`src/hdl/fault_detect_consts.svh`:
```
// Register indices, field positions, reset values and timing counts for the fault detector.
// Assumes a 100 MHz reference clock; byte address of a register is four times its index.
`ifndef FAULT_DETECT_CONSTS_SVH
`define FAULT_DETECT_CONSTS_SVH

`define IDX_OVER_TH 8'h30
`define IDX_OVER_HY 8'h31
`define IDX_UNDER_TH 8'h32
`define IDX_UNDER_HY 8'h33
`define IDX_DET_CFG 8'h34
`define IDX_FUNC_SEL 8'h35
`define IDX_LOGIC_CFG 8'h36
`define IDX_EVENT_STATUS 8'h37
`define IDX_EVENT_MASK 8'h3F

`define HY_W 5
`define DET_GF_LSB 2
`define DET_TYPE_LSB 0
`define LOGIC_INV_BIT 6
`define LOGIC_EDGE_BIT 5
`define LOGIC_PULSE_LSB 3
`define LOGIC_GF_LSB 0

`define RST_THRESHOLD 8'h00
`define RST_HYST 5'h00
`define RST_DET_CFG 5'h00
`define RST_FUNC_SEL 2'h0
`define RST_LOGIC_CFG 7'h00
`define RST_MASK 5'h00

`define EV_FAULT_BIT 0
`define EV_WARN_BIT 1
`define EV_OVER_BIT 2
`define EV_UNDER_BIT 3
`define EV_EDGE_BIT 4
`define EV_W 5

`define CLK_FREQ_MHZ 100
`define GF_T1_US 5
`define GF_T2_US 10
`define GF_T3_US 20
`define GF_T4_US 30
`define GF_T5_US 50
`define GF_T6_US 75
`define GF_T7_US 100
`define PULSE_T0_US 10
`define PULSE_T1_US 100
`define PULSE_T2_US 1000
`define PULSE_T3_US 10000
`define GF_C1 (`GF_T1_US * `CLK_FREQ_MHZ)
`define GF_C2 (`GF_T2_US * `CLK_FREQ_MHZ)
`define GF_C3 (`GF_T3_US * `CLK_FREQ_MHZ)
`define GF_C4 (`GF_T4_US * `CLK_FREQ_MHZ)
`define GF_C5 (`GF_T5_US * `CLK_FREQ_MHZ)
`define GF_C6 (`GF_T6_US * `CLK_FREQ_MHZ)
`define GF_C7 (`GF_T7_US * `CLK_FREQ_MHZ)
`define PULSE_C0 (`PULSE_T0_US * `CLK_FREQ_MHZ)
`define PULSE_C1 (`PULSE_T1_US * `CLK_FREQ_MHZ)
`define PULSE_C2 (`PULSE_T2_US * `CLK_FREQ_MHZ)
`define PULSE_C3 (`PULSE_T3_US * `CLK_FREQ_MHZ)
`define CNT_W 20

`endif

```
`src/hdl/fault_detect_pkg.sv`:
```
// Types shared by the fault detector files.
// Assumes nothing beyond a SystemVerilog compiler.
`default_nettype none
package fault_detect_pkg;
	typedef enum logic [1:0] {
		FT_OVER_ONLY = 2'h0,
		FT_OVER_OR_UNDER = 2'h1,
		FT_UNDER_ONLY = 2'h2,
		FT_OFF = 2'h3
	} fault_type_t;
	typedef enum logic [1:0] {
		FN_DETECTOR_FAULT = 2'h0,
		FN_LOGIC_FAULT = 2'h1,
		FN_LOGIC_FAULT_DET_WARN = 2'h2,
		FN_NONE = 2'h3
	} function_route_t;
endpackage
`default_nettype wire

```
`src/hdl/dual_input_fault_detect.sv`:
```
// Dual-function supervisory input: threshold detector, logic input, registers and interrupt.
// Assumes an AHB-Lite master on REF_CLK, a digitised level on SAMPLE in the same domain,
// and an asynchronous logic pin on LOGIC_PIN.
`include "fault_detect_consts.svh"
`default_nettype none
module dual_input_fault_detect #(
	parameter int GF_C5_CYC = `GF_C5,
	parameter int GF_C6_CYC = `GF_C6,
	parameter int GF_C7_CYC = `GF_C7,
	parameter int PULSE_C1_CYC = `PULSE_C1,
	parameter int PULSE_C2_CYC = `PULSE_C2,
	parameter int PULSE_C3_CYC = `PULSE_C3
) (
	input wire logic REF_CLK,
	input wire logic RST_N,
	input wire logic HSEL,
	input wire logic [31:0] HADDR,
	input wire logic [1:0] HTRANS,
	input wire logic HWRITE,
	input wire logic [2:0] HSIZE,
	input wire logic [31:0] HWDATA,
	input wire logic HREADY,
	output logic [31:0] HRDATA,
	output logic HREADYOUT,
	output logic HRESP,
	input wire logic [7:0] SAMPLE,
	input wire logic LOGIC_PIN,
	output logic FAULT_OUT,
	output logic WARNING_OUT,
	output logic OVER_LIMIT_FLAG,
	output logic UNDER_LIMIT_FLAG,
	output logic IRQ
);
	// One counter width serves both filters and the pulse stretcher.
	localparam int CW = `CNT_W;

	// Register file.
	logic [7:0] over_th_q, over_th_d, under_th_q, under_th_d;
	logic [`HY_W-1:0] over_hy_q, over_hy_d, under_hy_q, under_hy_d;
	logic [4:0] det_cfg_q, det_cfg_d;
	logic [1:0] func_sel_q, func_sel_d;
	logic [6:0] logic_cfg_q, logic_cfg_d;
	logic [`EV_W-1:0] status_q, status_d, mask_q, mask_d;

	// Bus state.
	logic wr_pend_q, wr_pend_d;
	logic [7:0] wr_idx_q, wr_idx_d;
	logic [31:0] rdata_d;
	logic addr_take, addr_ok, rd_take;
	logic [7:0] a_idx;

	// Detector and logic path state.
	logic over_d, under_d;
	logic [8:0] over_rel, under_rel;
	logic det_raw;
	logic [1:0] pin_sync_q;
	logic [1:0] filt_in;
	logic [1:0] filt_out;
	logic [CW-1:0] filt_lim [2];
	logic logic_prev_q, logic_prev_d;
	logic [CW-1:0] pulse_cnt_q, pulse_cnt_d;
	logic logic_act, logic_edge;
	logic fault_d, warn_d, irq_d;
	logic [`EV_W-1:0] ev;

	fault_detect_pkg::fault_type_t ftype;
	fault_detect_pkg::function_route_t froute;

	assign ftype = fault_detect_pkg::fault_type_t'(det_cfg_q[`DET_TYPE_LSB +: 2]);
	assign froute = fault_detect_pkg::function_route_t'(func_sel_q);

	// The long filter and pulse counts are parameters so that a bench can shorten them;
	// the short ones stay fixed because they already fit a short run.
	function automatic logic [CW-1:0] gf_limit(input logic [2:0] code);
		logic [CW-1:0] r;
		r = '0;
		case (code)
			3'h1: r = CW'(`GF_C1);
			3'h2: r = CW'(`GF_C2);
			3'h3: r = CW'(`GF_C3);
			3'h4: r = CW'(`GF_C4);
			3'h5: r = CW'(GF_C5_CYC);
			3'h6: r = CW'(GF_C6_CYC);
			3'h7: r = CW'(GF_C7_CYC);
			default: r = '0;
		endcase
		return r;
	endfunction

	function automatic logic [CW-1:0] pulse_limit(input logic [1:0] code);
		logic [CW-1:0] r;
		r = CW'(`PULSE_C0);
		case (code)
			2'h1: r = CW'(PULSE_C1_CYC);
			2'h2: r = CW'(PULSE_C2_CYC);
			2'h3: r = CW'(PULSE_C3_CYC);
			default: r = CW'(`PULSE_C0);
		endcase
		return r;
	endfunction

	// AHB-Lite address phase decode; transfers are single words with zero wait states.
	always_comb begin
		addr_take = HSEL && HREADY && HTRANS[1];
		addr_ok = (HADDR[31:10] == 22'h000000) && (HADDR[1:0] == 2'h0);
		a_idx = HADDR[9:2];
		rd_take = addr_take && !HWRITE && addr_ok;
	end

	// Read data is registered in the address phase so it stands through the data phase.
	always_comb begin
		rdata_d = HRDATA;
		if (rd_take) begin
			rdata_d = 32'h00000000;
			case (a_idx)
				`IDX_OVER_TH: rdata_d[7:0] = over_th_q;
				`IDX_OVER_HY: rdata_d[`HY_W-1:0] = over_hy_q;
				`IDX_UNDER_TH: rdata_d[7:0] = under_th_q;
				`IDX_UNDER_HY: rdata_d[`HY_W-1:0] = under_hy_q;
				`IDX_DET_CFG: rdata_d[4:0] = det_cfg_q;
				`IDX_FUNC_SEL: rdata_d[1:0] = func_sel_q;
				`IDX_LOGIC_CFG: rdata_d[6:0] = logic_cfg_q;
				`IDX_EVENT_STATUS: rdata_d[`EV_W-1:0] = status_q;
				`IDX_EVENT_MASK: rdata_d[`EV_W-1:0] = mask_q;
				default: rdata_d = 32'h00000000;
			endcase
			// Live flags sit above the sticky events and are not cleared by the read.
			if (a_idx == `IDX_EVENT_STATUS) begin
				rdata_d[8] = FAULT_OUT;
				rdata_d[9] = WARNING_OUT;
				rdata_d[10] = OVER_LIMIT_FLAG;
				rdata_d[11] = UNDER_LIMIT_FLAG;
			end
		end else if (addr_take && !HWRITE) begin
			// A misaligned or out-of-range read returns zero rather than stale data.
			rdata_d = 32'h00000000;
		end
	end

	// Register writes complete in the data phase with the captured index.
	always_comb begin
		wr_pend_d = addr_take && HWRITE && addr_ok;
		wr_idx_d = addr_take ? a_idx : wr_idx_q;
		over_th_d = over_th_q;
		over_hy_d = over_hy_q;
		under_th_d = under_th_q;
		under_hy_d = under_hy_q;
		det_cfg_d = det_cfg_q;
		func_sel_d = func_sel_q;
		logic_cfg_d = logic_cfg_q;
		mask_d = mask_q;
		// Upper unused bits are dropped; software must not rely on them.
		if (wr_pend_q) begin
			case (wr_idx_q)
				`IDX_OVER_TH: over_th_d = HWDATA[7:0];
				`IDX_OVER_HY: over_hy_d = HWDATA[`HY_W-1:0];
				`IDX_UNDER_TH: under_th_d = HWDATA[7:0];
				`IDX_UNDER_HY: under_hy_d = HWDATA[`HY_W-1:0];
				`IDX_DET_CFG: det_cfg_d = HWDATA[4:0];
				`IDX_FUNC_SEL: func_sel_d = HWDATA[1:0];
				`IDX_LOGIC_CFG: logic_cfg_d = HWDATA[6:0];
				`IDX_EVENT_MASK: mask_d = HWDATA[`EV_W-1:0];
				// The status index takes no writes; only a read clears it.
				default: mask_d = mask_q;
			endcase
		end
	end

	always_ff @(posedge REF_CLK) begin
		if (!RST_N) begin
			wr_pend_q <= 1'b0;
			wr_idx_q <= 8'h00;
			HRDATA <= 32'h00000000;
			HREADYOUT <= 1'b0;
			HRESP <= 1'b0;
			over_th_q <= `RST_THRESHOLD;
			over_hy_q <= `RST_HYST;
			under_th_q <= `RST_THRESHOLD;
			under_hy_q <= `RST_HYST;
			det_cfg_q <= `RST_DET_CFG;
			func_sel_q <= `RST_FUNC_SEL;
			logic_cfg_q <= `RST_LOGIC_CFG;
			mask_q <= `RST_MASK;
		end else begin
			wr_pend_q <= wr_pend_d;
			wr_idx_q <= wr_idx_d;
			HRDATA <= rdata_d;
			HREADYOUT <= 1'b1;
			HRESP <= 1'b0;
			over_th_q <= over_th_d;
			over_hy_q <= over_hy_d;
			under_th_q <= under_th_d;
			under_hy_q <= under_hy_d;
			det_cfg_q <= det_cfg_d;
			func_sel_q <= func_sel_d;
			logic_cfg_q <= logic_cfg_d;
			mask_q <= mask_d;
		end
	end

	// Threshold comparison with hysteresis, saturated at the ends of the 8-bit range.
	// The release level only applies while a flag is set, which gives the hysteresis.
	always_comb begin
		over_rel = (9'(over_hy_q) > 9'(over_th_q)) ? 9'h000 :
			9'(over_th_q) - 9'(over_hy_q);
		under_rel = 9'(under_th_q) + 9'(under_hy_q);
		if (under_rel > 9'h0FF) begin
			under_rel = 9'h0FF;
		end
		if (OVER_LIMIT_FLAG) begin
			over_d = 9'(SAMPLE) > over_rel;
		end else begin
			over_d = SAMPLE > over_th_q;
		end
		if (UNDER_LIMIT_FLAG) begin
			under_d = 9'(SAMPLE) < under_rel;
		end else begin
			under_d = SAMPLE < under_th_q;
		end
		case (ftype)
			fault_detect_pkg::FT_OVER_ONLY: det_raw = OVER_LIMIT_FLAG;
			fault_detect_pkg::FT_OVER_OR_UNDER: det_raw = OVER_LIMIT_FLAG | UNDER_LIMIT_FLAG;
			fault_detect_pkg::FT_UNDER_ONLY: det_raw = UNDER_LIMIT_FLAG;
			default: det_raw = 1'b0;
		endcase
	end

	// The pin is asynchronous; only the second stage feeds the logic path.
	always_ff @(posedge REF_CLK) begin
		if (!RST_N) begin
			pin_sync_q <= 2'h0;
		end else begin
			pin_sync_q <= {pin_sync_q[0], LOGIC_PIN};
		end
	end

	always_comb begin
		filt_in[0] = det_raw;
		filt_in[1] = pin_sync_q[1] ^ logic_cfg_q[`LOGIC_INV_BIT];
		filt_lim[0] = gf_limit(det_cfg_q[`DET_GF_LSB +: 3]);
		filt_lim[1] = gf_limit(logic_cfg_q[`LOGIC_GF_LSB +: 3]);
	end

	genvar gi;
	generate
		for (gi = 0; gi < 2; gi++) begin : g_filt
			glitch_qualifier #(
				.CNT_W(CW)
			) u_filt (
				.clk(REF_CLK),
				.rst_n(RST_N),
				.din(filt_in[gi]),
				.lim(filt_lim[gi]),
				.dout(filt_out[gi])
			);
		end
	endgenerate

	// Logic input: level mode passes the qualified level; edge mode stretches each rising edge.
	always_comb begin
		// The previous level resets low like the filter, so no false edge follows reset.
		logic_prev_d = filt_out[1];
		logic_edge = filt_out[1] && !logic_prev_q;
		pulse_cnt_d = pulse_cnt_q;
		if (logic_edge) begin
			// A new edge during a pulse restarts the full length.
			pulse_cnt_d = pulse_limit(logic_cfg_q[`LOGIC_PULSE_LSB +: 2]);
		end else if (pulse_cnt_q != '0) begin
			pulse_cnt_d = pulse_cnt_q - 1'b1;
		end
		if (logic_cfg_q[`LOGIC_EDGE_BIT]) begin
			logic_act = pulse_cnt_q != '0;
		end else begin
			logic_act = filt_out[1];
		end
	end

	// Route selection onto the fault and warning flags.
	// Route code 11 leaves both flags low; the limit flags and the over, under and edge events still follow the input.
	always_comb begin
		fault_d = 1'b0;
		warn_d = 1'b0;
		case (froute)
			fault_detect_pkg::FN_DETECTOR_FAULT: fault_d = filt_out[0];
			fault_detect_pkg::FN_LOGIC_FAULT: fault_d = logic_act;
			fault_detect_pkg::FN_LOGIC_FAULT_DET_WARN: begin
				fault_d = logic_act;
				warn_d = filt_out[0];
			end
			default: fault_d = 1'b0;
		endcase
	end

	// Sticky events; a new event in the cycle of a clearing read is kept.
	// Events are rising edges of the four flags and of the qualified logic input, so a level that stays high raises one event.
	always_comb begin
		ev = '0;
		ev[`EV_FAULT_BIT] = fault_d && !FAULT_OUT;
		ev[`EV_WARN_BIT] = warn_d && !WARNING_OUT;
		ev[`EV_OVER_BIT] = over_d && !OVER_LIMIT_FLAG;
		ev[`EV_UNDER_BIT] = under_d && !UNDER_LIMIT_FLAG;
		ev[`EV_EDGE_BIT] = logic_edge;
		status_d = status_q;
		if (rd_take && a_idx == `IDX_EVENT_STATUS) begin
			status_d = '0;
		end
		status_d = status_d | ev;
		irq_d = |(status_d & mask_d);
	end

	// Every output is registered, so the sequencer never sees combinational glitches.
	always_ff @(posedge REF_CLK) begin
		if (!RST_N) begin
			OVER_LIMIT_FLAG <= 1'b0;
			UNDER_LIMIT_FLAG <= 1'b0;
			logic_prev_q <= 1'b0;
			pulse_cnt_q <= '0;
			FAULT_OUT <= 1'b0;
			WARNING_OUT <= 1'b0;
			status_q <= '0;
			IRQ <= 1'b0;
		end else begin
			OVER_LIMIT_FLAG <= over_d;
			UNDER_LIMIT_FLAG <= under_d;
			logic_prev_q <= logic_prev_d;
			pulse_cnt_q <= pulse_cnt_d;
			FAULT_OUT <= fault_d;
			WARNING_OUT <= warn_d;
			status_q <= status_d;
			IRQ <= irq_d;
		end
	end
endmodule
`default_nettype wire

```
`src/hdl/glitch_qualifier.sv`:
```
// Glitch qualifier: the output follows the input once it has differed for a set count.
// Assumes a synchronous input on the same clock; a limit of zero passes after one cycle.
`include "fault_detect_consts.svh"
`default_nettype none
module glitch_qualifier #(
	parameter int CNT_W = `CNT_W
) (
	input wire logic clk,
	input wire logic rst_n,
	input wire logic din,
	input wire logic [CNT_W-1:0] lim,
	output var logic dout
);
	logic [CNT_W-1:0] cnt_q, cnt_d;
	logic dout_d;

	always_comb begin
		cnt_d = '0;
		dout_d = dout;
		if (din != dout) begin
			// A pulse shorter than the limit restarts the count and never reaches the output.
			if (cnt_q + 1'b1 >= lim) begin
				dout_d = din;
			end else begin
				cnt_d = cnt_q + 1'b1;
			end
		end
	end

	always_ff @(posedge clk) begin
		if (!rst_n) begin
			cnt_q <= '0;
			dout <= 1'b0;
		end else begin
			cnt_q <= cnt_d;
			dout <= dout_d;
		end
	end
endmodule
`default_nettype wire

```
`config.mk`:
```
export PLATFORM = sky130hd
export DESIGN_NAME = dual_input_fault_detect
export DESIGN_NICKNAME = d
export VERILOG_FILES = /design/src/hdl/fault_detect_pkg.sv /design/src/hdl/dual_input_fault_detect.sv /design/src/hdl/glitch_qualifier.sv
export VERILOG_INCLUDE_DIRS = /design/src /design/src/hdl
export SDC_FILE = /design/constraint.sdc
export NUM_CORES = 1
export LEC_CHECK = 0
export BUFFER_PORTS_ARGS = -buffer_cell sky130_fd_sc_hd__buf_2
export CORE_MARGIN = 1.5
export CORE_UTILIZATION = 54
export CTS_BUF_LIST = sky130_fd_sc_hd__clkbuf_8
export DETAILED_ROUTE_END_ITERATION = 6
export HOLD_SLACK_MARGIN = 0.05
export PLACE_DENSITY = 0.86
export REMOVE_ABC_BUFFERS = 1
export SLEW_MARGIN = 20
export SYNTH_ARGS = -nofsm -noshare
export SYNTH_HDL_FRONTEND = slang
export SYNTH_SLANG_ARGS = --single-unit
export TNS_END_PERCENT = 5
```
`constraint.sdc`:
```
create_clock -name REF_CLK -period 2.9 [get_ports REF_CLK]
set_input_delay 0.58 -clock REF_CLK [delete_from_list [all_inputs] [get_ports REF_CLK]]
set_output_delay 0.58 -clock REF_CLK [all_outputs]
set_load 0.02 [all_outputs]
```
---- Word-level counts from Yosys, hierarchy flattened ----
Cells that the tools add are included.
storage, ports and cells
  input port bits ......................... 83
  logic and storage cells ................. 148
  latch bits .............................. 0
  bits in writable memories ............... 0
  bits in read-only memories .............. 0
  memories ................................ 0
  register bits ........................... 142
  output and inout bits ................... 39
cells by class
  reduce and logical (&&, ||, !) cells .... 39
  add/subtract/negate cells ............... 5
  order comparisons ....................... 8
  $mul .................................... 0
  bitwise logic cells ..................... 7
  muxes and demuxes ....................... 24
  eq/ne operators ......................... 40
  divide/modulo/power cells ............... 0
  shifts and indexed selects .............. 0
operators by type and width
  cell                   number
  $pmux 14 s7            2
  $eq 8x6->1 const B     17
  $pmux 20 s3            1
  $add 20x1->20 const B  2
  $ge 20x14->1           2
  $mux 20                2
  $eq 3x3->1 const B     8
  $mux 12                2
  $pmux 3 s8             1
  $logic_not 22->1       1
  $reduce_bool 20->1     1
  $sub 20x1->20 const B  1
  $mux 9                 2
  $pmux 2 s9             1
  $reduce_and 2->1       9
  $mux 5                 3
  $logic_and 1x1->1      13
  $eq 3x2->1 const B     4
  $add 8x5->9            1
  $gt 8x9->1             1
  $gt 9x8->1 const B     1
  $lt 8x9->1             1
  $sub 8x5->9            1
  $eq 2x2->1 const B     4
  22 further kinds       42

---- Depth between registers and ports, before layout ----
  depth in word-level cells ............... 9
  mapped depth ............................ 18
  depth with buffers taken out ............ 18

---- Hierarchy ----
Synthesis repeated with hierarchy kept, for this count alone.
second synthesis, totals
  cells, all modules ...................... 1078
  area total of the unflattened synthesis .. 9320.2 µm²
modules (own cells, without submodules)
  module                   cells an instance  sequential area each (µm²)  area each (µm²)  instances
  dual_input_fault_detect  744                2001.9                      6422.4           1
  glitch_qualifier         167                420.4                       1448.9           2

---- Least setup slack after synthesis ----
OpenSTA, ideal clock, no wires.
  path type ............................... reg2reg
  start ................................... register g_filt[0].u_filt.cnt_q[2]
  end ..................................... register g_filt[0].u_filt.cnt_q[10]
  buffers on the path ..................... 2
  required time ........................... 2.834 ns
  arrival time ............................ 3.075 ns
  setup time .............................. 0.066 ns
  slack ................................... -0.241 ns
  cell stages (with the launch flop) ...... 15
  clock period less this slack ............ 3.141 ns
  cells stage by stage .................... dfxtp_1 -> and4_1 -> and4_1 -> buf_2 -> nand3_1 -> xnor2_1 -> ha_1 -> a21o_1 -> a21o_1 -> a21o_1 -> a21o_1 -> a211o_1 -> or3_1 -> clkbuf_1 -> nor2b_1
on the way
  word-level cells in the longest chain between the ends .. 3
ends and longest elaborated chain
  what                              RTL line                                        text
  start, declared                   glitch_qualifier.sv:14                          logic [CNT_W-1:0] cnt_q, cnt_d;
  start signal, assigned            glitch_qualifier.sv:35                          cnt_q <= cnt_d;
  $add 20x1->20 *                   glitch_qualifier.sv:22, glitch_qualifier.sv:25
  $ge 20x14->1                      glitch_qualifier.sv:22                          if (cnt_q + 1'b1 >= lim) begin
  $reduce_or 3->1 (no source line)  --
Every way passes the cells marked *; elsewhere a longest branch is shown, timed or not.
A chain may end at the register's enable or synchronous reset.

---- Final worst setup path ----
  start ................................... register g_filt[0].u_filt.cnt_q[4]
  end ..................................... register g_filt[0].u_filt.cnt_q[4]
The elaborated chain is that of the path after synthesis.

==> impl_metrics.toml <==
[status]
outcome = "complete, but fails checks"
violations = "setup timing"

[worst_setup_path]
critPathBufInv = 2
crit_required_ns = 3.31
worstPathMaxFanout = 7
crit_path_frequent_cell = "and4_4"
arrival_ns = 3.44
cp-end-kind = "flip-flop"
crit_path_cell_trace = "and4_4 -> and4_4 -> inv_1 -> nor2_4 -> nand3_2 -> xnor2_2 -> ha_2 -> or4_1 -> a21oi_1 -> o21ai_0 -> a211o_1 -> or3_4 -> buf_6 -> nor2b_1"
critical_path.top_delay_family = "simple AND/OR/NAND/NOR gates"
cp-start-kind = "flip-flop"
crit_slowest_cell = "or4_1"
path_class = "flip-flop to flip-flop"
max_stage_delay_ns = 0.40

[cts]
numCtsBuffers = 17
clkSinkCount = 142
h-tree-depth = 4
cts_root_buffer = "clkbuf_8"
clock_tree.buffer_depth = 2
worstSkewPairLatency_ns = 0.48
clkSlewWorstSetupHoldPaths_ns = 0.08
cts_tree = "built"

[flow_run]
drv_cap = 0

[drt]
drt-vias-per-instance = 5.82
num_vias = 7638
drcViolationCount = 0
routed_wl_um = 21000
drt_iter0_markers = 584
wire_per_inst_um = 16.0
dr.pass1.iters = 6
antenna_left = 0

[yosys]
avgSynthCellArea_sq_um = 8.53
synth_edf_count = 0
ys_seq_area_share_pct = 33.8
syn_area_sq_um = 8410
synth_async_sr_flop_share_pct = 0
yosysWarnings = 0
ys_ff_latch = 142
postSynthCellCount = 986
synth.distinct_cells = 67
ys.flop_type = "dfxtp_1"

[timing]
fin_skew_ns = 0.00962
fmax_mhz = 330
fin_crit_sh_pct = 105
rsz0062_at_grt = "true"
setup_violations = 15
fin_tns_setup_ns = -1.38
hold_viol_final = 0
final.setup.worst_slack_ns = -0.132
holdWs_ns = 0.314
slew_violations = 0
maxSlewHeadroom_pct = 42.5
min_period_ns = 3.03
tightest_slew_ns = 0.851

[grt]
grt_usage_pct = 26.0
globalRouteOverflowTotal = 0
grt_max_degree = 43
grt_pass1_wl_um = 33600
antenna_found_initial = 0
first_global_vias = 7255

[place]
portBuffers = 72
place_hpwl_um = 15200
gp_congestion = 0.918

[layout]
drive_gt1_share_pct = 20.4
multi_input_area_sq_um = 5430
fillers = 1199
final_cell_mix = "dfxtp_1, nor2_1, nand2_1"
layout.nets = 1273
final_common_cell = "dfxtp_1"
diodes = 0
seqCellArea_sq_um = 2850
areaGrowthSynthToFinish_pct = 17.8

[pwr]
power_density_nw_per_um2 = 481
leakagePower_nw = 4.18
irDropWorstVdd_uv = 389

[hold_path]
hp-class = "input port to flip-flop"

[die]
fp.dieArea_sq_um = 16300
core-area_sq_um = 15200
rows = 45
fp.dieH_um = 128
dieWidth_um = 128
initial_core_util_pct = 55.3
ios = 122
[power by group]
part,internal (mW),leakage (nW),switching (mW)
Combinational,0.427,2.82,0.504
Sequential,2.07,1.16,0.137
Clock,0.811,0.203,0.816
Total,3.31,4.18,1.46
[synth_stat cells (26+ instances only)]
cell        n  area, sq um
nor2_1    100          375
ha_1       76          951
mux2i_1    64          641
inv_1      43          161
xnor2_1    34          298
nor2b_1    32          200
dfxtp_1   142         2840
o21ai_0    37          185
clkbuf_1   27          101
nor3_1     26          130
a21oi_1    51          255
nand2_1    92          345
[final timing paths]
path	startpoint	to	slack [ns]	cells after the start
max	g_filt[0].u_filt.cnt_q[4]$_SDFF_PP0_	g_filt[0].u_filt.cnt_q[4]$_SDFF_PP0_	-0.13	14
min reg2reg	pin_sync_q[0]$_SDFF_PN0_	pin_sync_q[1]$_SDFF_PN0_	0.44	1
min	LOGIC_PIN	pin_sync_q[0]$_SDFF_PN0_	0.31	2
max reg2reg	g_filt[0].u_filt.cnt_q[4]$_SDFF_PP0_	g_filt[0].u_filt.cnt_q[4]$_SDFF_PP0_	-0.13	14
[what timing repair did]
| action | CTS | global route |
|---|---|---|
| hold buffers | 0 | 0 |
| pin swaps | 14 | 12 |
| buffers inserted | 3 | 1 |
| endpoints found under the setup margin | 27 | 32 |
| cloned | 1 | 0 |
| gates resized for setup | 26 | 36 |
[registers in the layout, summed over array words and instances (netlist names), 2 cells and up]
register,flops
over_th_q,8
wr_idx_q,8
over_hy_q,5
logic_cfg_q,7
g_filt.u_filt.dout,2
det_cfg_q,5
froute,2
HRDATA,12
pulse_cnt_q,20
under_th_q,8
pin_sync_q,2
status_q,5
g_filt.u_filt.cnt_q,40
mask_q,5
under_hy_q,5
[metal layers]
metal | vias up | track usage (%) | wire, um
li1 | 3675 | - | -
met1 | 3597 | 31.4 | 8980
met2 | 295 | 43.5 | 9880
met3 | 71 | 6.39 | 1370
met4 | 0 | 12.2 | 803
met5 | - | 0 | 0
[worst reg2reg max path, delay by kind of cell, from the launching register on]
family                     cells  cell delay (ns)
xor gates and xnor gates       1             0.17
DFF                            1             0.34
AOI/OAI and AO/OA              3             0.45
and+or+nand+nor                7             1.59
adders and majority gates      1             0.18
buffers and inverters          2             0.22
[area by class of cell]
class | count | share of cell area [%]
multi-input combinational | 776 | 54.8
sequential | 142 | 28.8
timing repair buffer | 132 | 8.30
clock buffer | 19 | 2.64
tap | 188 | 2.38
inverter | 43 | 1.63
clock inverter | 13 | 1.43
[logic make-up after synthesis]
family          Yosys count  synth area share, %
mux                      65                 7.75
compound gates          167                 12.4
buf+inv                 100                 5.42
fa+ha+maj                78                 11.8
simple gates            377                 22.9
other cells               1               0.0446
flops                   142                 33.8
xor+xnor                 56                 5.83
[per-stage QoR]
| step | std cells | setup WS, ns | instance area (sq um) | utilization [%] | power [mW] |
|---|---|---|---|---|---|
| finish | 1313 | -0.132 | 9900 | 65.1 | 4.76 |
| global route | 1313 | -0.328 | 9900 | 65.1 | 4.98 |
| CTS | 1312 | -0.0737 | 9750 | 64.1 | 4.75 |
| detailed placement | 1276 | -0.246 | 9240 | 60.8 | 3.15 |
| global placement | 1276 | -0.139 | 9240 | 60.8 | 3.12 |
| floorplan | 961 | -0.135 | 8230 | - | 2.91 |
Power figures use the tool's default switching activity.
